$ cat src/core/lcd_ctl_cfg.svh
// Constants for the character display write controller
`ifndef LCD_CTL_CFG_SVH
`define LCD_CTL_CFG_SVH
`define CLK_PERIOD_NS 10
`define STEP_WAIT_MS 16
`define STEP_WAIT_CYCLES ((`STEP_WAIT_MS * 1000000) / `CLK_PERIOD_NS)
`define E_PULSE_NS 500
`define E_PULSE_CYCLES (((`E_PULSE_NS) + `CLK_PERIOD_NS - 1) / `CLK_PERIOD_NS)
`define INIT_CODE_COUNT 4
`define CMD_FUNCTION_SET 8'h38
`define CMD_ENTRY_MODE 8'h06
`define CMD_DISPLAY_ON 8'h0e
`define CMD_CLEAR 8'h01
`define CMD_HOME_ADDR 8'h80
`define RS_COMMAND 1'b0
`define RS_DATA 1'b1
`define RW_WRITE 1'b0
`define FIFO_DEPTH 16
`define BYTE_WIDTH 8
`endif

$ cat src/core/lcd_ctl_pkg.sv
// Types for the character display write controller
package lcd_ctl_pkg;
  typedef enum logic [2:0] {
    PU_WAIT, PU_SEND, PU_HOLD, PU_DONE
  } pu_state_type;
  typedef enum logic [2:0] {
    MN_IDLE, MN_SETUP, MN_STROBE, MN_HOLD, MN_GAP
  } main_state_type;
endpackage

$ cat src/core/byte_fifo.sv
// Parameterised flip-flop FIFO with valid/ready on both sides
`timescale 1ns/10ps
module byte_fifo #(
  parameter int WIDTH = 8,
  parameter int DEPTH = 16,
  parameter int AW = $clog2(DEPTH)
) (
  // Clock and reset
  input wire logic sys_clk,
  input wire logic sys_rst,
  // Fill side
  input wire logic in_valid,
  output logic in_ready,
  input wire logic [WIDTH-1:0] in_data,
  // Drain side
  output logic out_valid,
  input wire logic out_ready,
  output logic [WIDTH-1:0] out_data
);
  logic [WIDTH-1:0] mem_r [DEPTH];
  logic [AW-1:0] wr_r;
  logic [AW-1:0] rd_r;
  logic [AW:0] cnt_r;
  logic push;
  logic pop;

  function automatic logic [AW-1:0] bump(input logic [AW-1:0] p);
    bump = (p == AW'(DEPTH - 1)) ? '0 : p + 1'b1;
  endfunction

  assign in_ready = (cnt_r != (AW+1)'(DEPTH));
  assign out_valid = (cnt_r != '0);
  assign push = in_valid && in_ready;
  assign pop = out_valid && out_ready;
  assign out_data = mem_r[rd_r];

  always_ff @(posedge sys_clk) begin
    if (push) begin
      mem_r[wr_r] <= in_data;
    end
  end

  always_ff @(posedge sys_clk) begin
    if (sys_rst) begin
      wr_r <= '0;
      rd_r <= '0;
      cnt_r <= '0;
    end else begin
      if (push) begin
        wr_r <= bump(wr_r);
      end
      if (pop) begin
        rd_r <= bump(rd_r);
      end
      if (push && !pop) begin
        cnt_r <= cnt_r + 1'b1;
      end else if (pop && !push) begin
        cnt_r <= cnt_r - 1'b1;
      end
    end
  end
endmodule

$ cat src/core/lcd_write_ctl.sv
// Character display write controller: power-up sequencer and writer
// Operation
// Display latches byte on enable falling edge
// Read/write line held at write always
// Wait, then send 0x38, 0x06, 0x0e, 0x01
// Initialization restarts after every reset
// Each init step held 16 ms
// Sequencer signals done to main machine
// Ready high once initialization completes
// Strobe falling edge captures byte, drops ready
// Strobes ignored while ready is low
// Host writes only while ready high
// Ends with cursor on, cleared, auto-increment
// Sequence framed by 0x00 and 0x80
// Active-high reset restarts power-up sequence
// Active-high host strobe delivers 8-bit byte
// Timing counts derived from clock rate
// Commands use command select, characters data
// Capture uses strobe falling edge only
`timescale 1ns/10ps
`include "lcd_ctl_cfg.svh"
module lcd_write_ctl
  import lcd_ctl_pkg::*;
#(
  parameter int STEP_WAIT = `STEP_WAIT_CYCLES
) (
  // Clock and reset
  input wire logic sys_clk,
  input wire logic sys_rst,
  // Host side
  input wire logic [7:0] host_byte_in,
  input wire logic host_write,
  output logic ready,
  // Display module side
  output logic display_register_select_out,
  output logic display_rw_out,
  output logic display_enable_out,
  output logic [7:0] display_byte_out
);
  localparam int CW = $clog2(STEP_WAIT + 1);
  localparam int EW = $clog2(`E_PULSE_CYCLES + 1);

  pu_state_type pu_r;
  main_state_type mn_r;
  logic [CW-1:0] wait_r;
  logic [2:0] code_idx_r;
  logic init_done_r;
  logic strobe_d_r;
  logic [7:0] latch_r;
  logic ready_r;
  logic [EW-1:0] e_cnt_r;
  logic rs_r;
  logic e_r;
  logic [7:0] db_r;
  logic strobe_fall;
  logic fifo_in_valid;
  logic fifo_in_ready;
  logic fifo_out_valid;
  logic fifo_out_ready;
  logic [7:0] fifo_out_data;
  logic pu_e;
  logic [7:0] pu_byte;
  logic wait_end;

  // Init codes, framed by a null lead-in and a home-address trailer
  function automatic logic [7:0] init_code(input logic [2:0] i);
    case (i)
      3'h0: init_code = 8'h00;
      3'h1: init_code = `CMD_FUNCTION_SET;
      3'h2: init_code = `CMD_ENTRY_MODE;
      3'h3: init_code = `CMD_DISPLAY_ON;
      3'h4: init_code = `CMD_CLEAR;
      default: init_code = `CMD_HOME_ADDR;
    endcase
  endfunction

  assign wait_end = (wait_r == CW'(STEP_WAIT - 1)); // see
  assign pu_byte = init_code(code_idx_r);

  // Power-up sequencer: wait, then strobe each code with a full step hold
  always_ff @(posedge sys_clk) begin
    if (sys_rst) begin // see
      pu_r <= PU_WAIT;
      wait_r <= '0;
      code_idx_r <= '0;
      init_done_r <= 1'b0;
    end else begin
      case (pu_r)
        PU_WAIT: begin
          wait_r <= wait_end ? '0 : wait_r + 1'b1;
          if (wait_end) begin
            pu_r <= PU_SEND;
          end
        end
        PU_SEND: begin
          wait_r <= wait_r + 1'b1;
          if (wait_r == CW'(`E_PULSE_CYCLES)) begin
            pu_r <= PU_HOLD;
          end
        end
        PU_HOLD: begin
          wait_r <= wait_end ? '0 : wait_r + 1'b1;
          if (wait_end) begin
            if (code_idx_r == 3'(`INIT_CODE_COUNT + 1)) begin
              pu_r <= PU_DONE;
              init_done_r <= 1'b1;
            end else begin
              code_idx_r <= code_idx_r + 1'b1;
              pu_r <= PU_SEND;
            end
          end
        end
        PU_DONE: begin
          init_done_r <= 1'b1;
        end
        default: pu_r <= PU_WAIT;
      endcase
    end
  end

  // Enable high in the early part of a step so the fall starts the hold
  assign pu_e = (pu_r == PU_SEND) && (wait_r != '0);

  // Host strobe edge detect; only the falling edge captures
  always_ff @(posedge sys_clk) begin
    if (sys_rst) begin
      strobe_d_r <= 1'b0;
    end else begin
      strobe_d_r <= host_write;
    end
  end
  assign strobe_fall = strobe_d_r && !host_write; // see

  // Byte latch and ready; edges while not ready are dropped
  always_ff @(posedge sys_clk) begin
    if (sys_rst) begin
      latch_r <= 8'h00;
      ready_r <= 1'b0;
    end else if (ready_r && strobe_fall) begin
      latch_r <= host_byte_in;
      ready_r <= 1'b0;
    end else if (!ready_r && init_done_r && mn_r == MN_IDLE &&
                 !fifo_out_valid && !fifo_in_valid) begin
      ready_r <= 1'b1; // see
    end
  end
  assign ready = ready_r;

  // Latched byte passes through the FIFO toward the display writer
  logic pend_r;
  always_ff @(posedge sys_clk) begin
    if (sys_rst) begin
      pend_r <= 1'b0;
    end else if (ready_r && strobe_fall) begin
      pend_r <= 1'b1;
    end else if (fifo_in_ready) begin
      pend_r <= 1'b0;
    end
  end
  assign fifo_in_valid = pend_r;

  byte_fifo #(
    .WIDTH(`BYTE_WIDTH),
    .DEPTH(`FIFO_DEPTH)
  ) u_fifo (
    .sys_clk(sys_clk),
    .sys_rst(sys_rst),
    .in_valid(fifo_in_valid),
    .in_ready(fifo_in_ready),
    .in_data(latch_r),
    .out_valid(fifo_out_valid),
    .out_ready(fifo_out_ready),
    .out_data(fifo_out_data)
  );

  // Main writer stalls the FIFO until the previous character is done
  assign fifo_out_ready = init_done_r && (mn_r == MN_IDLE);

  always_ff @(posedge sys_clk) begin
    if (sys_rst) begin
      mn_r <= MN_IDLE;
      e_cnt_r <= '0;
    end else begin
      case (mn_r)
        MN_IDLE: begin
          e_cnt_r <= '0;
          if (fifo_out_valid && fifo_out_ready) begin
            mn_r <= MN_SETUP;
          end
        end
        MN_SETUP: mn_r <= MN_STROBE;
        MN_STROBE: begin
          e_cnt_r <= e_cnt_r + 1'b1;
          if (e_cnt_r == EW'(`E_PULSE_CYCLES - 1)) begin
            mn_r <= MN_HOLD;
          end
        end
        MN_HOLD: mn_r <= MN_GAP;
        MN_GAP: mn_r <= MN_IDLE;
        default: mn_r <= MN_IDLE;
      endcase
    end
  end

  // Display pins registered; data and select stable across the E fall
  always_ff @(posedge sys_clk) begin
    if (sys_rst) begin
      rs_r <= `RS_COMMAND;
      e_r <= 1'b0;
      db_r <= 8'h00;
    end else if (!init_done_r) begin
      rs_r <= `RS_COMMAND;
      db_r <= pu_byte;
      e_r <= pu_e;
    end else begin
      if (mn_r == MN_IDLE && fifo_out_valid) begin
        db_r <= fifo_out_data;
        rs_r <= `RS_DATA;
      end
      e_r <= (mn_r == MN_STROBE);
    end
  end

  assign display_register_select_out = rs_r;
  assign display_rw_out = `RW_WRITE;
  assign display_enable_out = e_r;
  assign display_byte_out = db_r;
endmodule

$ cat config.mk
export PLATFORM = sky130hd
export DESIGN_NAME = lcd_write_ctl
export DESIGN_NICKNAME = d
export VERILOG_FILES = /design/src/core/lcd_ctl_pkg.sv /design/src/core/byte_fifo.sv /design/src/core/lcd_write_ctl.sv
export VERILOG_INCLUDE_DIRS = /design/src /design/src/core
export SDC_FILE = /design/constraint.sdc
export NUM_CORES = 1
export LEC_CHECK = 0
export ABC_CLOCK_PERIOD_IN_PS = 4500
export BUFFER_PORTS_ARGS = -buffer_cell sky130_fd_sc_hd__clkbuf_2
export CAP_MARGIN = 5
export CORE_AREA = 8 8 164 120
export DETAILED_ROUTE_END_ITERATION = 10
export DIE_AREA = 0 0 172 128
export GPL_ROUTABILITY_DRIVEN = 0
export GPL_TIMING_DRIVEN = 0
export PLACE_DENSITY = 0.65
export SYNTH_ARGS = -nofsm -noshare
export SYNTH_HDL_FRONTEND = slang
export SYNTH_SLANG_ARGS = --single-unit
$ cat constraint.sdc
create_clock -name sys_clk -period 4.5 [get_ports sys_clk]
set_clock_uncertainty 0.15 [all_clocks]
set_input_delay 0.675 -clock sys_clk [delete_from_list [all_inputs] [get_ports sys_clk]]
set_output_delay 0.675 -clock sys_clk [all_outputs]
set_load 0.05 [all_outputs]
## Word-level counts from Yosys, hierarchy flattened

Memories as Yosys holds them, arrays and structs flattened. A register that Yosys moved wholly into a read port is not among the register bits.
Index checks and enable logic that the tools add are counted.

- $add $sub $neg: 7
- Eq/ne operators: 24
- Mux-type cells: 28
- Bitwise gates (word level): 3
- Reductions and logical operators: 36

Operators with widths:

| kind | count |
|---|---|
| one-hot mux 21 bit (2 select lines) | 1 |
| one-hot mux 8 bit (5 select lines) | 1 |
| one-hot mux 3 bit (4 select lines) | 2 |
| adder 21 x 1 -> 21 bit (second input constant) | 1 |
| equality test 21 bit (second input constant) | 1 |
| equality test 21 x 6 -> 1 bit (second input constant) | 1 |
| 2-to-1 mux 21 bit | 1 |
| nonzero test 21 bit | 1 |
| equality test 3 x 2 -> 1 bit (second input constant) | 6 |
| 2-to-1 mux 4 bit | 4 |
| 2-to-1 mux 8 bit | 2 |
| 2-to-1 mux 3 bit | 5 |
| logical AND 1 bit | 13 |
| one-hot mux 6 bit (2 select lines) | 1 |
| 2-to-1 mux 5 bit | 2 |
| != test 2 bit (second input constant) | 5 |
| nonzero test 2 bit | 5 |
| equality test 3 x 1 -> 1 bit (second input constant) | 3 |
| zero test 3 bit | 3 |
| adder 4 x 1 -> 4 bit (second input constant) | 2 |
| equality test 4 bit (second input constant) | 2 |
| 2-to-1 mux 1 bit | 7 |
| adder 6 x 1 -> 6 bit (second input constant) | 1 |
| equality test 3 bit (second input constant) | 2 |
| other kinds (15) | 26 |

- Bits in registers: 71
- Bits in writable memories: 128
- Memories kept: 1

Memories:

| name | depth | bits a word | read ports | clocked after memory_dff | write ports | line | source |
|---|---|---|---|---|---|---|---|
| u_fifo.mem_r | 16 | 8 | 1 | 1 | 1 | byte_fifo.sv:20 | `logic [WIDTH-1:0] mem_r [DEPTH];` |

## Logic depth before layout (Yosys ltp)

- Depth in word-level cells: 6
- Mapped depth: 14
- Mapped depth without buffers: 12

## Cells and area by module

Synthesis repeated with hierarchy kept, for this count alone.

- Cells, all modules: 626
- Area, all modules: 8,486.9 sq um

Modules (own cells, without submodules):

| module | times used | cells an instance | area each (sq um) |
|---|---|---|---|
| byte_fifo | 1 | 308 | 5,760.5 |
| lcd_write_ctl | 1 | 318 | 2,726.4 |

## Least setup slack after synthesis

Ideal clock, no wire load.

- Path type: flip-flop to flip-flop
- Start point: register mn_r[1]
- End point: register u_fifo.cnt_r[4]
- Data arrival time: 2,920 ps
- Required time: 4,229 ps
- Path slack: 1,309 ps
- Stages on the path, launching flop included: 15
- Path buffers: 2
- Path through: dfxtp_1 > buf_2 > nor3_2 > a21boi_2 > and2_0 > buf_2 > inv_1 > ha_1 > inv_1 > ha_1 > nor2b_1 > o21a_1 > or3_1 > a21oi_1 > mux2_2

- Cells in the longest elaborated chain, start to end: 6

Ends and longest elaborated chain:

| item | line | source |
|---|---|---|
| start, declared | lcd_write_ctl.sv:44 | `main_state_type mn_r;` |
| start signal, assigned | lcd_write_ctl.sv:181 | `mn_r <= MN_IDLE;` |
| start signal, assigned | lcd_write_ctl.sv:188 | `mn_r <= MN_SETUP;` |
| start signal, assigned | lcd_write_ctl.sv:191 | `MN_SETUP: mn_r <= MN_STROBE;` |
| zero test 3 bit (*) | lcd_write_ctl.sv:177 | `assign fifo_out_ready = init_done_r && (mn_r == MN_IDLE);` |
| logical AND 1 bit (*) | lcd_write_ctl.sv:177 |  |
| logical AND 1 bit (*) | byte_fifo.sv:34 | `assign pop = out_valid && out_ready;` |
| zero test 1 bit | byte_fifo.sv:55 | `if (push && !pop) begin` |
| logical AND 1 bit | byte_fifo.sv:55 |  |
| 2-to-1 mux 5 bit or nonzero test 2 bit (tied branches) | - |  |
| end signal, assigned | byte_fifo.sv:56 | `cnt_r <= cnt_r + 1'b1;` |
| end signal, assigned | byte_fifo.sv:58 | `cnt_r <= cnt_r - 1'b1;` |
| end, declared | byte_fifo.sv:23 | `logic [AW:0] cnt_r;` |

Every way passes the cells marked *; elsewhere a longest branch is shown, timed or not.
A chain may end at the register's enable or synchronous reset.

## Worst setup path in the final report

Same ends and word-level chain as after synthesis.

==> qor.txt <==
Status -> completed
Sequential Area -> 0.00533 mm²
WL/cell -> 19.8 µm
Post-CTS Setup Inserts -> 0
CP Data Required Time -> 4.72 ns
Slew headroom -> 15.5%
CP arrival -> 3.98 ns
Largest fanout on the critical path -> 10
Slew Viols, Final -> 0
Sequential element share of the synthesized area -> 63.5%
Worst slew pin tran -> 1.26 ns
First-pass GRT wire length -> 28.9 mm
Antenna violations before repair -> 0
Grt ovf -> 0
Total iterations of the first detailed-routing run -> 5
Multi-input logic area -> 0.00286 mm²
GRT Total Usage -> 17.1%
Area delta synth->final -> 12.3%
WS Path Type -> flop to flop
CTS buffer count -> 20
Core Footprint -> 0.0173 mm²
Routed WL -> 18.5 mm
Setup TNS -> 0 ns
I/O pins -> 23
Cells after Synth -> 639
Syn Area/Cell -> 13.1 µm²
Number of remaining DRC errors -> 0
Clock Path Buffers -> 3
Vias in the first global route -> 5146
Non-Filler Instances -> 934
Async set-reset flop share out of synthesis -> 0%
Fillers -> 1499
Largest net degree at the start of global routing -> 18
Die H -> 128 µm
RSZ-0062 raised after global routing -> false
LEAKAGE -> 0.00283 µW
Post-DP HPWL -> 12.7 mm
Total die area -> 0.0220 mm²
H-tree depth -> 1
# resized after CTS -> 0
Total Power -> 3560 µW
FMAX -> 0.266 GHz
Post-synth top flop -> edfxtp_1
Endpoints failing setup -> 0
Reg-to-Reg End -> u_fifo.cnt_r[4]
Peak VDD IR -> 236 µV
Period utilisation layout -> 83.5%
Share of cells above drive strength 1 -> 14.2%
DR vias -> 5288
Pwr dens -> 378 mW/mm²
Library cells used by synthesis -> 53
YS warnings -> 0
Clk slew on worst S/H paths -> 0.06 ns
CTS root buf -> clkbuf_16
DP Cell Count -> 896
Area leader, netlist -> edfxtp_1
Mapped Area -> 0.00839 mm²
Synth Register Bits -> 202
Top post-synthesis cells by area -> edfxtp_1 46%, dfxtp_1 18%, mux4_2 8.6%
Hold path startpoint -> host_byte_in[5]
Tmin final -> 3.76 ns
# diodes -> 0
Worst hold path class -> input pin to flop
Fin. Hold Viols -> 0
Vias per std cell -> 5.66
# hold bufs at CTS -> 0
Drt initial violations -> 579
Clk_lat worst skew -> 0.49 ns
Worst setup margin -> 0.743 ns
Fin area -> 0.00942 mm²
Routed Antenna Nets -> 0
Top cell type's share of synthesized area -> 45.8%
Hold Crit Endpoint -> latch_r[5]
Post-synth EDFFs -> 128
Post-Syn Nets -> 670
DP Worst Slack -> 0.804 ns
Initial Util -> 48.4%
IO Port Bufs -> 21
CP Capture Type -> flop
Die width -> 172 µm
CTS tree -> yes
Nets -> 715
Clk sink count -> 202
Startpoint Class -> flop
Hold Crit Depth -> 3
Worst R2R Start -> mn_r[1]
FF-to-FF setup slack -> 0.74 ns
# rows -> 41
Worst Reg-to-Reg Cells -> 14
DP Area -> 0.00879 mm²
Max Cap Viol -> 0
## worst max-delay path, stage by stage (launching register included)
cell      delay [ns]
dfxtp_1         0.29
buf_2           0.17
nor3_2          0.36
a21boi_2        0.41
and2_0          0.18
buf_2           0.16
inv_1           0.10
ha_1            0.26
inv_1           0.12
ha_1            0.26
nor2b_1         0.16
o21a_1          0.17
or3_1           0.30
a21oi_1         0.19
mux2_2          0.35
## power by group
part	switching [µW]	internal [µW]	total [µW]
Sequential	3.10	1950	1950
Clock	651	923	1570
Combinational	21.9	11.5	33.4
## flip-flops by register name (all words and copies together) (netlist names), 2 cells and up, named ones only
name and cells:
u_fifo.mem_r 128, wait_r 21, display_byte_out 8, latch_r 8
e_cnt_r 6, u_fifo.cnt_r 5, u_fifo.rd_r 4, u_fifo.wr_r 4
code_idx_r 3, mn_r 3, pu_r 2
## synthesized netlist by cell type (11+ instances only)
cell        n
o21ai_0    16
dfxtp_1    74
nand2_1    48
xnor2_1    11
nand3_1    24
a21oi_1    28
ha_1       19
xor2_1     14
clkbuf_1   16
mux4_2     32
nor3_1     18
edfxtp_1  128
nor2_1     69
inv_1      17
## placed cells by master (no fill, tap or decap), drive strengths merged, types with 19 or more instances in the layout
| cell | synthesis | routed |
|---|---|---|
| dfxtp | 74 | 74 |
| a21oi | 28 | 28 |
| nor2 | 69 | 69 |
| edfxtp | 128 | 128 |
| clkbuf | 16 | 66 |
| nand2 | 48 | 48 |
| nor3 | 19 | 19 |
| nand3 | 24 | 24 |
| ha | 19 | 19 |
| mux4 | 32 | 32 |
## cell type report
cell class                      instances  area share, %
Sequential cell                       202           56.5
Multi-Input combinational cell        388           30.3
Clock buffer                           27           5.92
Tap cell                              236           3.13
Buffer                                 31           1.45
Timing Repair Buffer                   23           1.25
Inverter                               18          0.717
Clock inverter                          9          0.664
## worst max path at each step
stage                           end  cells past startpoint  slack, ns    start
global route        u_fifo.cnt_r[4]                     14       0.53  mn_r[1]
CTS                 u_fifo.cnt_r[4]                     14       0.76  mn_r[1]
detailed placement  u_fifo.cnt_r[4]                     14       0.80  mn_r[1]
floorplan           u_fifo.cnt_r[4]                     14       1.31  mn_r[1]
global placement    u_fifo.cnt_r[4]                     14       0.88  mn_r[1]
finish              u_fifo.cnt_r[4]                     14       0.74  mn_r[1]
## routing by layer
layer	vias up	part of all wire, %	global-route usage (%)
met5	-	0	0
met4	0	1.6	3.69
met1	2616	47	25.6
li1	2460	-	-
met2	188	43	25.4
met3	24	7.9	3.32
## through the flow
stage,hold WS [ns],utilization (%)
5_1_grt,0.263,54.3
2_1_floorplan,0.307,-
6_report,0.264,54.3
3_3_place_gp,0.312,50.7
4_1_cts,0.246,54.3
3_5_place_dp,0.327,50.7
## cell families (layout without fill, tap and decap cells)
family / after synthesis / count (layout) / share of synthesized area, %
DFF: 202 / 202 / 63.5
adders and majority gates: 20 / 20 / 3.07
AOI/OAI and AO/OA: 76 / 76 / 5.42
muxes: 44 / 44 / 10.1
and+or+nand+nor: 222 / 222 / 12.9
buffers and inverters: 49 / 108 / 2.43
xor gates and xnor gates: 25 / 25 / 2.61
other: 1 / 1 / 0.0447
No activity file was read; power rests on OpenSTA's default activity.
